$ cat config.mk
export PLATFORM = sky130hd
export DESIGN_NAME = caller_id_serial_output
export DESIGN_NICKNAME = d
export VERILOG_FILES = /design/src/rtl/cid_pkg.sv /design/src/rtl/sync2.sv /design/src/rtl/char_receiver.sv /design/src/rtl/caller_id_serial_output.sv
export VERILOG_INCLUDE_DIRS = /design/src /design/src/rtl
export SDC_FILE = /design/constraint.sdc
export NUM_CORES = 1
export LEC_CHECK = 0
export BUFFER_PORTS_ARGS = -buffer_cell sky130_fd_sc_hd__buf_2
export CORE_MARGIN = 1
export CORE_UTILIZATION = 50
export CTS_CLUSTER_SIZE = 28
export DETAILED_ROUTE_END_ITERATION = 8
export GPL_TIMING_DRIVEN = 0
export MAX_ROUTING_LAYER = met4
export PLACE_DENSITY_LB_ADDON = 0.1
export SETUP_SLACK_MARGIN = 0.3
export SYNTH_ARGS = -nofsm -noshare
export SYNTH_HDL_FRONTEND = slang
export SYNTH_HIERARCHICAL = 1
export SYNTH_SLANG_ARGS = --single-unit
export TNS_END_PERCENT = 10
$ cat constraint.sdc
create_clock -name pclk -period 2.9 [get_ports pclk]
set_input_delay 0.145 -clock pclk [delete_from_list [all_inputs] [get_ports pclk]]
set_output_delay 0.145 -clock pclk [all_outputs]
set_load 0.01 [all_outputs]
$ cat src/rtl/cid_defs.svh
`ifndef CID_DEFS_SVH
`define CID_DEFS_SVH

// ------------------------------------------------------------
// timing
// ------------------------------------------------------------
`define CID_CLK_HZ 50000000
`define CID_XTAL_HZ 3579545
`define CID_BAUD 1200
`define CID_OVERSAMPLE 16
`define CID_XTAL_DIV (`CID_XTAL_HZ / (`CID_BAUD * `CID_OVERSAMPLE))
`define CID_HALF_BIT (`CID_OVERSAMPLE / 2)
`define CID_WORD_BITS 8

// ------------------------------------------------------------
// register map (byte addresses)
// ------------------------------------------------------------
`define CID_ADDR_CTRL 12'h000
`define CID_ADDR_STATUS 12'h004
`define CID_ADDR_DATA 12'h008
`define CID_ADDR_IRQ_STAT 12'h00C
`define CID_ADDR_IRQ_MASK 12'h010

// ctrl fields
`define CID_CTRL_MODE 0
`define CID_CTRL_SLEEP 1
`define CID_CTRL_DEMOD 2
`define CID_CTRL_W 3
`define CID_CTRL_RESET 3'h0

// irq status / mask fields
`define CID_IRQ_WORD 0
`define CID_IRQ_CARRIER 1
`define CID_IRQ_ALERT 2
`define CID_IRQ_EVENT 3
`define CID_IRQ_W 4
`define CID_IRQ_RESET 4'h0

// live status fields
`define CID_ST_CARRIER 0
`define CID_ST_EARLY 1
`define CID_ST_ALERT 2
`define CID_ST_EVENT 3
`define CID_ST_WORD 4
`define CID_ST_MODE 5
`define CID_ST_SLEEP 6
`define CID_ST_W 7

`endif

$ cat src/rtl/cid_pkg.sv
package cid_pkg;
   typedef enum logic [1:0] {
      RX_IDLE = 2'b00,
      RX_START = 2'b01,
      RX_DATA = 2'b10,
      RX_STOP = 2'b11
   } rx_state_e;
   typedef logic [7:0] word_t;
endpackage

$ cat src/rtl/sync2.sv
`timescale 1ns/10ps
module sync2 #(
   parameter int WIDTH = 1
) (
   input wire logic pclk,
   input wire logic presetn,
   input wire logic [WIDTH-1:0] async_in,
   output logic [WIDTH-1:0] sync_out
);
   logic [WIDTH-1:0] meta_reg;

   always_ff @(posedge pclk or negedge presetn) begin
      if (!presetn) begin
         meta_reg <= '0;
         sync_out <= '0;
      end else begin
         meta_reg <= async_in;
         sync_out <= meta_reg;
      end
   end
endmodule

$ cat src/rtl/char_receiver.sv
`timescale 1ns/10ps
`include "cid_defs.svh"
module char_receiver
   import cid_pkg::*;
(
   input wire logic pclk,
   input wire logic presetn,
   input wire logic tick,
   input wire logic enable,
   input wire logic rx_level,
   output logic bit_valid,
   output logic bit_value,
   output logic char_valid,
   output word_t char_data
);
   rx_state_e state_reg;
   logic [3:0] phase_reg;
   logic [2:0] idx_reg;
   word_t shift_reg;
   wire mid_point = tick && (phase_reg == 4'(`CID_HALF_BIT - 1));
   wire bit_end = tick && (phase_reg == 4'(`CID_OVERSAMPLE - 1));
   wire last_bit = (idx_reg == 3'(`CID_WORD_BITS - 1));

   always_ff @(posedge pclk or negedge presetn) begin
      if (!presetn) begin
         state_reg <= RX_IDLE;
         phase_reg <= 4'h0;
         idx_reg <= 3'h0;
         shift_reg <= 8'h00;
         bit_valid <= 1'b0;
         bit_value <= 1'b0;
         char_valid <= 1'b0;
         char_data <= 8'h00;
      end else begin
         bit_valid <= 1'b0;
         char_valid <= 1'b0;
         if (tick) begin
            phase_reg <= phase_reg + 4'h1;
         end
         if (!enable) begin
            state_reg <= RX_IDLE;
         end else begin
            case (state_reg)
               RX_IDLE: begin
                  phase_reg <= 4'h0;
                  if (!rx_level) begin
                     state_reg <= RX_START;
                  end
               end
               RX_START: begin
                  // restart phase at mid-bit so later samples land mid-cell
                  if (mid_point) begin
                     phase_reg <= 4'h0;
                     idx_reg <= 3'h0;
                     state_reg <= rx_level ? RX_IDLE : RX_DATA;
                  end
               end
               RX_DATA: begin
                  if (bit_end) begin
                     shift_reg <= {rx_level, shift_reg[7:1]};
                     bit_valid <= 1'b1;
                     bit_value <= rx_level;
                     idx_reg <= idx_reg + 3'h1;
                     if (last_bit) begin
                        state_reg <= RX_STOP;
                     end
                  end
               end
               RX_STOP: begin
                  if (bit_end) begin
                     // framing error drops the word
                     char_valid <= rx_level;
                     char_data <= shift_reg;
                     state_reg <= RX_IDLE;
                  end
               end
               default: state_reg <= RX_IDLE;
            endcase
         end
      end
   end
endmodule

$ cat src/rtl/caller_id_serial_output.sv
// The APB interface to the registers and the register offsets are this design's own decisions.
`timescale 1ns/10ps
`include "cid_defs.svh"
module caller_id_serial_output
   import cid_pkg::*;
#(
   parameter int XTAL_DIV = `CID_XTAL_DIV
) (
   input wire logic pclk,
   input wire logic presetn,
   input wire logic [11:0] paddr,
   input wire logic psel,
   input wire logic penable,
   input wire logic pwrite,
   input wire logic [31:0] pwdata,
   output logic [31:0] prdata,
   output logic pready,
   output logic pslverr,
   input wire logic xtal_in,
   output logic xtal_out,
   input wire logic fsk_bit_in,
   input wire logic band_energy,
   input wire logic tone_low,
   input wire logic tone_high,
   input wire logic guard_time_node,
   input wire logic event_sense_in,
   input wire logic event_hold_node_in,
   output logic event_hold_node_out,
   output logic event_hold_node_oe_n,
   input wire logic interface_clock_in,
   output logic interface_clock_out,
   output logic interface_clock_oe_n,
   output logic serial_data,
   output logic word_ready_n,
   output logic carrier_present_n,
   output logic qualified_alert,
   output logic early_alert,
   output logic event_flag_n,
   output logic int_out,
   output logic int_oe_n,
   output logic irq
);
   // ------------------------------------------------------------
   // pin synchronisers
   // ------------------------------------------------------------
   logic [8:0] pins_s;
   sync2 #(
      .WIDTH(9)
   ) u_sync (
      .pclk(pclk),
      .presetn(presetn),
      .async_in({xtal_in, fsk_bit_in, band_energy, tone_low, tone_high,
                 guard_time_node, event_sense_in, !event_hold_node_in,
                 interface_clock_in}),
      .sync_out(pins_s)
   );
   wire xtal_s = pins_s[8];
   wire fsk_s = pins_s[7];
   wire energy_s = pins_s[6];
   wire tone_low_s = pins_s[5];
   wire tone_high_s = pins_s[4];
   wire guard_s = pins_s[3];
   wire sense_s = pins_s[2];
   wire hold_s = !pins_s[1]; // stored inverted so reset reads the idle high node
   wire host_clk_s = pins_s[0];

   // ------------------------------------------------------------
   // control register fields
   // ------------------------------------------------------------
   logic [`CID_CTRL_W-1:0] ctrl_reg;
   wire mode1 = ctrl_reg[`CID_CTRL_MODE];
   wire sleep_request = ctrl_reg[`CID_CTRL_SLEEP];
   wire demod_enable = ctrl_reg[`CID_CTRL_DEMOD];
   wire awake = !sleep_request;

   // ------------------------------------------------------------
   // crystal-referenced oversample tick
   // ------------------------------------------------------------
   // crystal edges rather than pclk set the bit rate, so baud accuracy
   // follows the crystal and not the bus clock
   logic xtal_prev_reg;
   logic [15:0] xtal_cnt_reg;
   logic os_tick;
   wire xtal_rise = xtal_s && !xtal_prev_reg;
   wire xtal_wrap = (xtal_cnt_reg == 16'(XTAL_DIV - 1));

   always_ff @(posedge pclk or negedge presetn) begin
      if (!presetn) begin
         xtal_prev_reg <= 1'b0;
         xtal_cnt_reg <= 16'h0000;
         os_tick <= 1'b0;
         xtal_out <= 1'b1;
      end else begin
         xtal_prev_reg <= xtal_s;
         xtal_out <= !xtal_s;
         os_tick <= 1'b0;
         if (!awake) begin
            xtal_cnt_reg <= 16'h0000;
         end else if (xtal_rise) begin
            xtal_cnt_reg <= xtal_wrap ? 16'h0000 : xtal_cnt_reg + 16'h0001;
            os_tick <= xtal_wrap;
         end
      end
   end

   // ------------------------------------------------------------
   // character recovery
   // ------------------------------------------------------------
   logic rx_bit_valid;
   logic rx_bit_value;
   logic rx_char_valid;
   word_t rx_char;
   wire rx_enable = demod_enable && awake;

   char_receiver u_rx (
      .pclk(pclk),
      .presetn(presetn),
      .tick(os_tick),
      .enable(rx_enable),
      .rx_level(fsk_s),
      .bit_valid(rx_bit_valid),
      .bit_value(rx_bit_value),
      .char_valid(rx_char_valid),
      .char_data(rx_char)
   );

   // ------------------------------------------------------------
   // mode 0: device-clocked stream
   // ------------------------------------------------------------
   logic [3:0] m0_clk_cnt_reg;
   logic [3:0] m0_bits_reg;
   logic [3:0] m0_dr_cnt_reg;
   wire m0_bit = !mode1 && rx_bit_valid;
   wire m0_clk_end = os_tick && (m0_clk_cnt_reg == 4'h1);
   wire m0_word_end = m0_clk_end && (m0_bits_reg == 4'(`CID_WORD_BITS));

   always_ff @(posedge pclk or negedge presetn) begin
      if (!presetn) begin
         m0_clk_cnt_reg <= 4'h0;
         m0_bits_reg <= 4'h0;
      end else if (mode1 || !awake) begin
         m0_clk_cnt_reg <= 4'h0;
         m0_bits_reg <= 4'h0;
      end else if (m0_bit) begin
         m0_clk_cnt_reg <= 4'(`CID_HALF_BIT);
         m0_bits_reg <= m0_bits_reg + 4'h1;
      end else if (m0_word_end) begin
         m0_clk_cnt_reg <= 4'h0;
         m0_bits_reg <= 4'h0;
      end else if (os_tick && m0_clk_cnt_reg != 4'h0) begin
         m0_clk_cnt_reg <= m0_clk_cnt_reg - 4'h1;
      end
   end

   always_ff @(posedge pclk or negedge presetn) begin
      if (!presetn) begin
         m0_dr_cnt_reg <= 4'h0;
      end else if (mode1 || !awake || m0_bit) begin
         m0_dr_cnt_reg <= 4'h0;
      end else if (m0_word_end) begin
         m0_dr_cnt_reg <= 4'(`CID_HALF_BIT);
      end else if (os_tick && m0_dr_cnt_reg != 4'h0) begin
         m0_dr_cnt_reg <= m0_dr_cnt_reg - 4'h1;
      end
   end

   // ------------------------------------------------------------
   // mode 1: host-clocked word
   // ------------------------------------------------------------
   // a new word overwrites one the host has not finished; no overrun flag
   logic host_prev_reg;
   word_t m1_shift_reg;
   logic [3:0] m1_left_reg;
   wire host_rise = host_clk_s && !host_prev_reg;
   wire m1_load = mode1 && rx_char_valid;
   wire m1_step = mode1 && host_rise && (m1_left_reg != 4'h0);

   always_ff @(posedge pclk or negedge presetn) begin
      if (!presetn) begin
         host_prev_reg <= 1'b0;
         m1_shift_reg <= 8'h00;
         m1_left_reg <= 4'h0;
      end else begin
         host_prev_reg <= host_clk_s;
         if (!mode1 || !awake) begin
            m1_left_reg <= 4'h0;
         end else if (m1_load) begin
            m1_shift_reg <= rx_char;
            m1_left_reg <= 4'(`CID_WORD_BITS);
         end else if (m1_step) begin
            m1_shift_reg <= {1'b0, m1_shift_reg[7:1]};
            m1_left_reg <= m1_left_reg - 4'h1;
         end
      end
   end

   // ------------------------------------------------------------
   // three-wire outputs
   // ------------------------------------------------------------
   wire data_next = !mode1 ? (m0_bit ? rx_bit_value : serial_data)
                    : m1_load ? rx_char[0]
                    : m1_step ? m1_shift_reg[1] : serial_data;
   wire word_ready_next = mode1 ? (m1_left_reg != 4'h0) : (m0_dr_cnt_reg != 4'h0);
   wire interface_clock_next = !mode1 && (m0_clk_cnt_reg != 4'h0);

   always_ff @(posedge pclk or negedge presetn) begin
      if (!presetn) begin
         serial_data <= 1'b0;
         word_ready_n <= 1'b1;
         interface_clock_out <= 1'b0;
         interface_clock_oe_n <= 1'b1;
      end else begin
         serial_data <= data_next;
         word_ready_n <= !(word_ready_next && awake);
         interface_clock_out <= interface_clock_next;
         interface_clock_oe_n <= mode1;
      end
   end

   // ------------------------------------------------------------
   // carrier, alert and event flags
   // ------------------------------------------------------------
   // hold node is pulled low while sensing; flag stays low until the
   // external rc lets the node climb back over its threshold
   wire event_active = sense_s || !hold_s;

   always_ff @(posedge pclk or negedge presetn) begin
      if (!presetn) begin
         carrier_present_n <= 1'b1;
         early_alert <= 1'b0;
         qualified_alert <= 1'b0;
         event_flag_n <= 1'b1;
         event_hold_node_oe_n <= 1'b1;
      end else begin
         carrier_present_n <= !(energy_s && awake);
         early_alert <= tone_low_s && tone_high_s && awake;
         qualified_alert <= guard_s && awake;
         event_flag_n <= !event_active;
         event_hold_node_oe_n <= !sense_s;
      end
   end
   assign event_hold_node_out = 1'b0;

   // merged open-drain interrupt
   assign int_out = 1'b0;
   assign int_oe_n = !(!event_flag_n || !word_ready_n || qualified_alert);

   // ------------------------------------------------------------
   // event capture for software
   // ------------------------------------------------------------
   logic carrier_prev_reg;
   logic alert_prev_reg;
   logic event_prev_reg;
   wire [`CID_IRQ_W-1:0] irq_set = {
      event_prev_reg && !event_flag_n,
      qualified_alert && !alert_prev_reg,
      !carrier_present_n && carrier_prev_reg,
      rx_char_valid};

   always_ff @(posedge pclk or negedge presetn) begin
      if (!presetn) begin
         carrier_prev_reg <= 1'b1;
         alert_prev_reg <= 1'b0;
         event_prev_reg <= 1'b1;
      end else begin
         carrier_prev_reg <= carrier_present_n;
         alert_prev_reg <= qualified_alert;
         event_prev_reg <= event_flag_n;
      end
   end

   // ------------------------------------------------------------
   // apb slave
   // ------------------------------------------------------------
   logic [`CID_IRQ_W-1:0] irq_stat_reg;
   logic [`CID_IRQ_W-1:0] irq_mask_reg;
   word_t data_reg;
   wire setup = psel && !penable;
   wire access = psel && penable;
   wire hit_ctrl = (paddr == `CID_ADDR_CTRL);
   wire hit_status = (paddr == `CID_ADDR_STATUS);
   wire hit_data = (paddr == `CID_ADDR_DATA);
   wire hit_istat = (paddr == `CID_ADDR_IRQ_STAT);
   wire hit_imask = (paddr == `CID_ADDR_IRQ_MASK);
   wire hit_any = hit_ctrl || hit_status || hit_data || hit_istat || hit_imask;
   wire wr_ctrl = access && pwrite && hit_ctrl;
   wire wr_imask = access && pwrite && hit_imask;
   wire rd_istat = access && !pwrite && hit_istat;
   wire [`CID_ST_W-1:0] live_status = {
      sleep_request, mode1, !word_ready_n, !event_flag_n,
      qualified_alert, early_alert, !carrier_present_n};
   wire [31:0] rd_mux =
      hit_ctrl ? {29'h0, ctrl_reg} :
      hit_status ? {25'h0, live_status} :
      hit_data ? {24'h0, data_reg} :
      hit_istat ? {28'h0, irq_stat_reg} :
      hit_imask ? {28'h0, irq_mask_reg} : 32'h0;
   // clear only bits software actually saw; a set in the same cycle wins
   wire [`CID_IRQ_W-1:0] irq_clr = rd_istat ? prdata[`CID_IRQ_W-1:0] : 4'h0;

   assign pready = 1'b1;
   assign pslverr = access && !hit_any;
   assign irq = |(irq_stat_reg & irq_mask_reg);

   always_ff @(posedge pclk or negedge presetn) begin
      if (!presetn) begin
         prdata <= 32'h0;
      end else if (setup && !pwrite) begin
         prdata <= rd_mux;
      end
   end

   always_ff @(posedge pclk or negedge presetn) begin
      if (!presetn) begin
         ctrl_reg <= `CID_CTRL_RESET;
         irq_mask_reg <= `CID_IRQ_RESET;
      end else begin
         if (wr_ctrl) begin
            ctrl_reg <= pwdata[`CID_CTRL_W-1:0];
         end
         if (wr_imask) begin
            irq_mask_reg <= pwdata[`CID_IRQ_W-1:0];
         end
      end
   end

   always_ff @(posedge pclk or negedge presetn) begin
      if (!presetn) begin
         irq_stat_reg <= `CID_IRQ_RESET;
         data_reg <= 8'h00;
      end else begin
         irq_stat_reg <= (irq_stat_reg & ~irq_clr) | irq_set;
         if (rx_char_valid) begin
            data_reg <= rx_char;
         end
      end
   end
endmodule

# After elaboration in Yosys (flattened, before gate mapping)
# Cells that the tools add are included.
op_classes:
  bitwise_logic: 5
  eq_ne: 21
  n_reduce_logical: 79
  muxes: 52
  add_sub_neg: 7
op_table:
  columns: ["cell", "count"]
  rows:
  - ["2-to-1 mux 4 bit", 19]
  - ["2-to-1 mux 16 bit", 3]
  - ["2-to-1 mux 8 bit", 5]
  - ["logical AND 1 bit", 31]
  - ["== test 12 x 4 -> 1 bit (second input constant)", 2]
  - ["logical NOT 1 bit", 18]
  - ["adder 16 x 1 -> 16 bit (second input constant)", 1]
  - ["== test 16 x 8 -> 1 bit (second input constant)", 1]
  - ["nonzero test 4 bit", 4]
  - ["inequality test 3 bit (second input constant)", 5]
  - ["2-to-1 mux 2 bit", 7]
  - ["2-to-1 mux 1 bit", 13]
  - ["== test 12 x 3 -> 1 bit (second input constant)", 1]
  - ["== test 12 x 5 -> 1 bit (second input constant)", 1]
  - ["logical NOT 12 bit", 1]
  - ["subtractor 4 x 1 -> 4 bit (second input constant)", 3]
  - ["logical OR 1 bit", 10]
  - ["nonzero test 3 bit", 3]
  - ["adder 4 x 1 -> 4 bit (second input constant)", 2]
  - ["bitwise AND 4 bit", 2]
  - ["== test 4 bit (second input constant)", 2]
  - ["one-hot mux 2 bit (4 select lines)", 1]
  - ["one-hot mux 4 bit (2 select lines)", 1]
  - ["nonzero test 2 bit", 4]
  - ["other kinds (19)", 24]
word_totals:
  input_bits: 58
  reg_bits: 153

# Depth between registers and ports, before layout
depth:
  ltp_word: 7
  depth_mapped: 7
  mapped_depth_nobuf: 6

# Hierarchy
# Netlist, hierarchy kept.
modules_own_cells:
  columns: ["mod", "seq_area_each_um2", "cells_each", "n_inst", "area_per_inst_um2"]
  rows:
  - ["caller_id_serial_output", 2062.0, 411, 1, 4312.9]
  - ["char_receiver", 675.6, 95, 1, 1231.2]
  - ["sync2", 450.4, 18, 1, 450.4]

# Worst setup path after synthesis
# No wires, ideal clock.
synth_timing:
  path_kind: "register to register"
  from: "register ctrl_reg[1]"
  to: "register u_rx.bit_value"
  required_time_ps: 2775
  path_stages_with_launch: 7
  t_arrival_ps: 1958
  path_slack_ps: 817
  path_buffers: 2
  setup_ps: 125
  path_cell_list: "dfrtp_1 > buf_2 > buf_1 > nor2b_1 > inv_1 > nor4_4 > mux2_2"
synth_between:
  elab_chain_len: 3
synth_rtl:
  columns: ["element", "line", "text"]
  rows:
  - ["start: declaration", "caller_id_serial_output.sv:70", "logic [`CID_CTRL_W-1:0] ctrl_reg;"]
  - ["start signal: assignment", "caller_id_serial_output.sv:315", "ctrl_reg <= `CID_CTRL_RESET;"]
  - ["start signal: assignment", "caller_id_serial_output.sv:319", "ctrl_reg <= pwdata[`CID_CTRL_W-1:0];"]
  - ["logical NOT 1 bit", "caller_id_serial_output.sv:74", "wire awake = !sleep_request;"]
  - ["logical AND 1 bit", "caller_id_serial_output.sv:113", "wire rx_enable = demod_enable && awake;"]
  - ["via rx_enable", "caller_id_serial_output.sv:113", null]
  - ["AND reduction 3 bit (no line)", null, null]
  - ["end signal: assignment", "char_receiver.sv:62", "bit_value <= rx_level;"]
  - ["end: declaration", "char_receiver.sv:12", "output logic bit_value,"]
# The timed path passes the listed nets, and every way through them passes these cells.
# A chain may end at the register's enable or synchronous reset.

# Worst setup path after layout
layout_timing:
  from: "register ctrl_reg[1]"
  to: "register u_rx.shift_reg[1]"
layout_between:
  elab_chain_len: 3
layout_rtl:
  columns: ["element", "line", "text"]
  rows:
  - ["logical NOT 1 bit", "caller_id_serial_output.sv:74", null]
  - ["logical AND 1 bit", "caller_id_serial_output.sv:113", null]
  - ["via rx_enable", "caller_id_serial_output.sv:113", null]
  - ["AND reduction 3 bit (no line)", null, null]
  - ["end signal: assignment", "char_receiver.sv:60", "shift_reg <= {rx_level, shift_reg[7:1]};"]
  - ["end: declaration", "char_receiver.sv:19", "word_t shift_reg;"]
# The timed path passes the listed nets, and every way through them passes these cells.

==> metrics.yaml <==
post_cts_buffers: 0
max_freq_mhz: 405
ios: 106
dp_hpwl_um: 8390
hold_viol: 0
maxCapViolations: 0
fill_cells: 906
cts_sinks: 127
finClkSkew_ns: 0.00923
drt_iter0_markers: 200
antenna_cells: 0
synth-async-reset-ratio: 1.00
worstSetupPathType: "flip-flop to flip-flop"
drc: 13
initial_utilization: 0.518
hold_path.class: "primary input to flip-flop"
slew_viol_final: 0
wl_per_cell_um: 15.6
grt_max_degree: 75
rr_worst_depth: 6
synth.cell_area_mm2: 0.00599
synth-edff-count: 0
via_per_inst: 5.38
worstPathRequired_ns: 3.19
cts.reportedPaths.clkPinSlew_ns: 0.05
largest_register_ffs: 16
fp.dieW_um: 111
synth-main-ff-cell: "dfrtp_1"
port_buffers: 50
grt_overflow_total: 0
cts-root-buf: "clkbuf_16"
rsz0062_at_grt: "yes"
end_kind: "flip-flop"
grtUsageTotal: 0.223
holdPathStages: 3
dieArea_mm2: 0.0124
relSlewSlack: 0.566
area_growth_pct: 22.5
power_density_mw_per_mm2: 603
stdcell_count: 789
layout_common_cells: "dfrtp_1 (119), buf_2 (55), mux2_2 (39)"
mostFrequentLayoutCell: "dfrtp_1"
dp.cells: 743
antenna_found_initial: 0
rows: 39
drive_gt1_frac: 0.285
gp_congestion: 0.849
design_area_mm2: 0.00735
grt_pass1_vias: 4228
setup_violations: 0
vdd_drop_max_mv: 0.448
cts-htree-levels: 4
avgSynthCellArea_um2: 11.4
wirelength_um: 12300
ant_nets: 0
ys_seq_area_frac: 0.532
cts_tree: "yes"
yosys_register_bits: 127
critPathLaunchType: "flip-flop"
tightestPinTransition_ns: 0.646
core-area_mm2: 0.0116
finalCoreUtilization: 0.635
numCtsBuffers: 17
failed_checks: "design-rule violations"
finalCritPeriodShare: 0.852
period_needed_ns: 2.47
nets: 702
crit_arrival_ns: 2.76
drt-pass1-iter-count: 9
yosys_warnings: 6
die_h_um: 111
tns_ns: 0
clk_path_buf_depth: 2
grt_first_pass_wirelength_um: 21100
crit_path_max_fanout: 10
yosys.cell_types.count: 69
power_leakage_nw: 3.52
vias: 4243
syn_inst: 524
clk_latency_ns: 0.41
placed_area_mm2: 0.00655
outcome: "finished with violations"
## through the flow
stage / hold slack [ns] / power (mW) / setup WS [ns]
final: 0.102 / 4.43 / 0.430
after floorplan: -0.151 / 2.02 / 0.817
after global placement: 0.253 / 2.12 / 0.0774
after global routing: 0.0887 / 4.60 / 0.219
after detailed placement: 0.132 / 2.13 / 0.297
after CTS: 0.0657 / 4.48 / 0.347
## per-layer routing
| metal | global-route usage | wire (um) | up-vias |
|---|---|---|---|
| li1 | - | - | 2049 |
| met1 | 0.287 | 5760 | 2078 |
| met2 | 0.345 | 5870 | 110 |
| met3 | 0.0528 | 536 | 6 |
| met4 | 0.0820 | 108 | 0 |
| met5 | - | 0 | - |
## layout make-up
cell class                      instances  area, um2  share of cell area
Inverter                               29        109              0.0148
Tap cell                              143        179              0.0244
Clock buffer                           21        460              0.0627
Sequential cell                       127       3190               0.434
Clock inverter                         11        188              0.0255
Buffer                                 42        278              0.0378
Timing Repair Buffer                   65        424              0.0577
Multi-Input combinational cell        351       2520               0.343
## worst paths after layout
kind / endpoint / slack [ns] / startpoint
max reg2reg: u_rx/shift_reg[1]$_DFFE_PN0P_ / 0.43 / ctrl_reg[1]$_DFFE_PN0P_
min: prdata[7]$_DFFE_PN0P_ / 0.10 / paddr[3]
min reg2reg: u_sync/sync_out[4]$_DFF_PN0_ / 0.35 / u_sync/meta_reg[4]$_DFF_PN0_
min in group asynchronous: m0_dr_cnt_reg[1]$_DFFE_PN0P_ / 0.27 / presetn
max: u_rx/shift_reg[1]$_DFFE_PN0P_ / 0.43 / ctrl_reg[1]$_DFFE_PN0P_
max in group asynchronous: event_hold_node_oe_n$_DFF_PN1_ / 1.87 / presetn
## synthesized netlist by cell type (3+ instances only)
cell type | n | area share
a21oi_1 | 13 | 0.011
a22o_1 | 9 | 0.013
a22oi_1 | 3 | 0.0038
a31oi_1 | 5 | 0.0052
and2_1 | 4 | 0.0042
and3_1 | 6 | 0.0063
buf_2 | 6 | 0.0050
buf_4 | 28 | 0.035
clkbuf_1 | 6 | 0.0038
dfrtp_1 | 119 | 0.50
dfstp_2 | 8 | 0.035
ha_1 | 11 | 0.023
inv_1 | 29 | 0.018
mux2_2 | 39 | 0.073
mux2_4 | 4 | 0.010
mux2i_1 | 9 | 0.015
nand2_1 | 30 | 0.019
nand2b_1 | 5 | 0.0052
nand3_1 | 17 | 0.014
nand4_1 | 7 | 0.0073
nand4b_1 | 3 | 0.0044
nor2_1 | 27 | 0.017
nor2b_1 | 8 | 0.0083
nor3_1 | 7 | 0.0058
nor3b_1 | 4 | 0.0050
nor4_1 | 6 | 0.0063
nor4b_1 | 4 | 0.0058
o211ai_1 | 6 | 0.0075
o21a_1 | 3 | 0.0038
o21ai_0 | 27 | 0.023
o311ai_0 | 6 | 0.0088
or3_1 | 7 | 0.0073
xnor2_1 | 6 | 0.0088
xor2_1 | 8 | 0.012
## worst max-delay path, cell delays in order, from the launching register on
cell and delay (ns):
dfrtp_1 0.35, buf_2 0.18, buf_1 0.31, nor2b_1 0.43
inv_1 0.16, nor4_4 0.51, mux2_2 0.40
## cell families after synthesis
logic type / count (synthesis) / share of synthesized area
and+or+nand+nor: 155 / 0.156
DFF: 127 / 0.532
AOI/OAI and AO/OA: 90 / 0.101
buffers and inverters: 71 / 0.0645
muxes: 54 / 0.102
xor gates and xnor gates: 14 / 0.0205
adders and majority gates: 11 / 0.0230
other: 2 / 0.00125
## power by group
part           internal, mW  leakage [nW]  total (mW)  switching [mW]
combinational         0.102          1.54       0.239           0.137
sequential             1.83          1.67        1.88          0.0538
clock                  1.57         0.309        2.31           0.744
total                  3.49          3.52        4.43           0.935
## repair_timing
item,4_1_cts,5_1_grt
gates resized for setup,0,1
hold buffers,14,0
setup endpoints to repair,8,16
hold endpoints to repair,67,0
pin swaps,1,1
(Power assumes the default switching activity.)
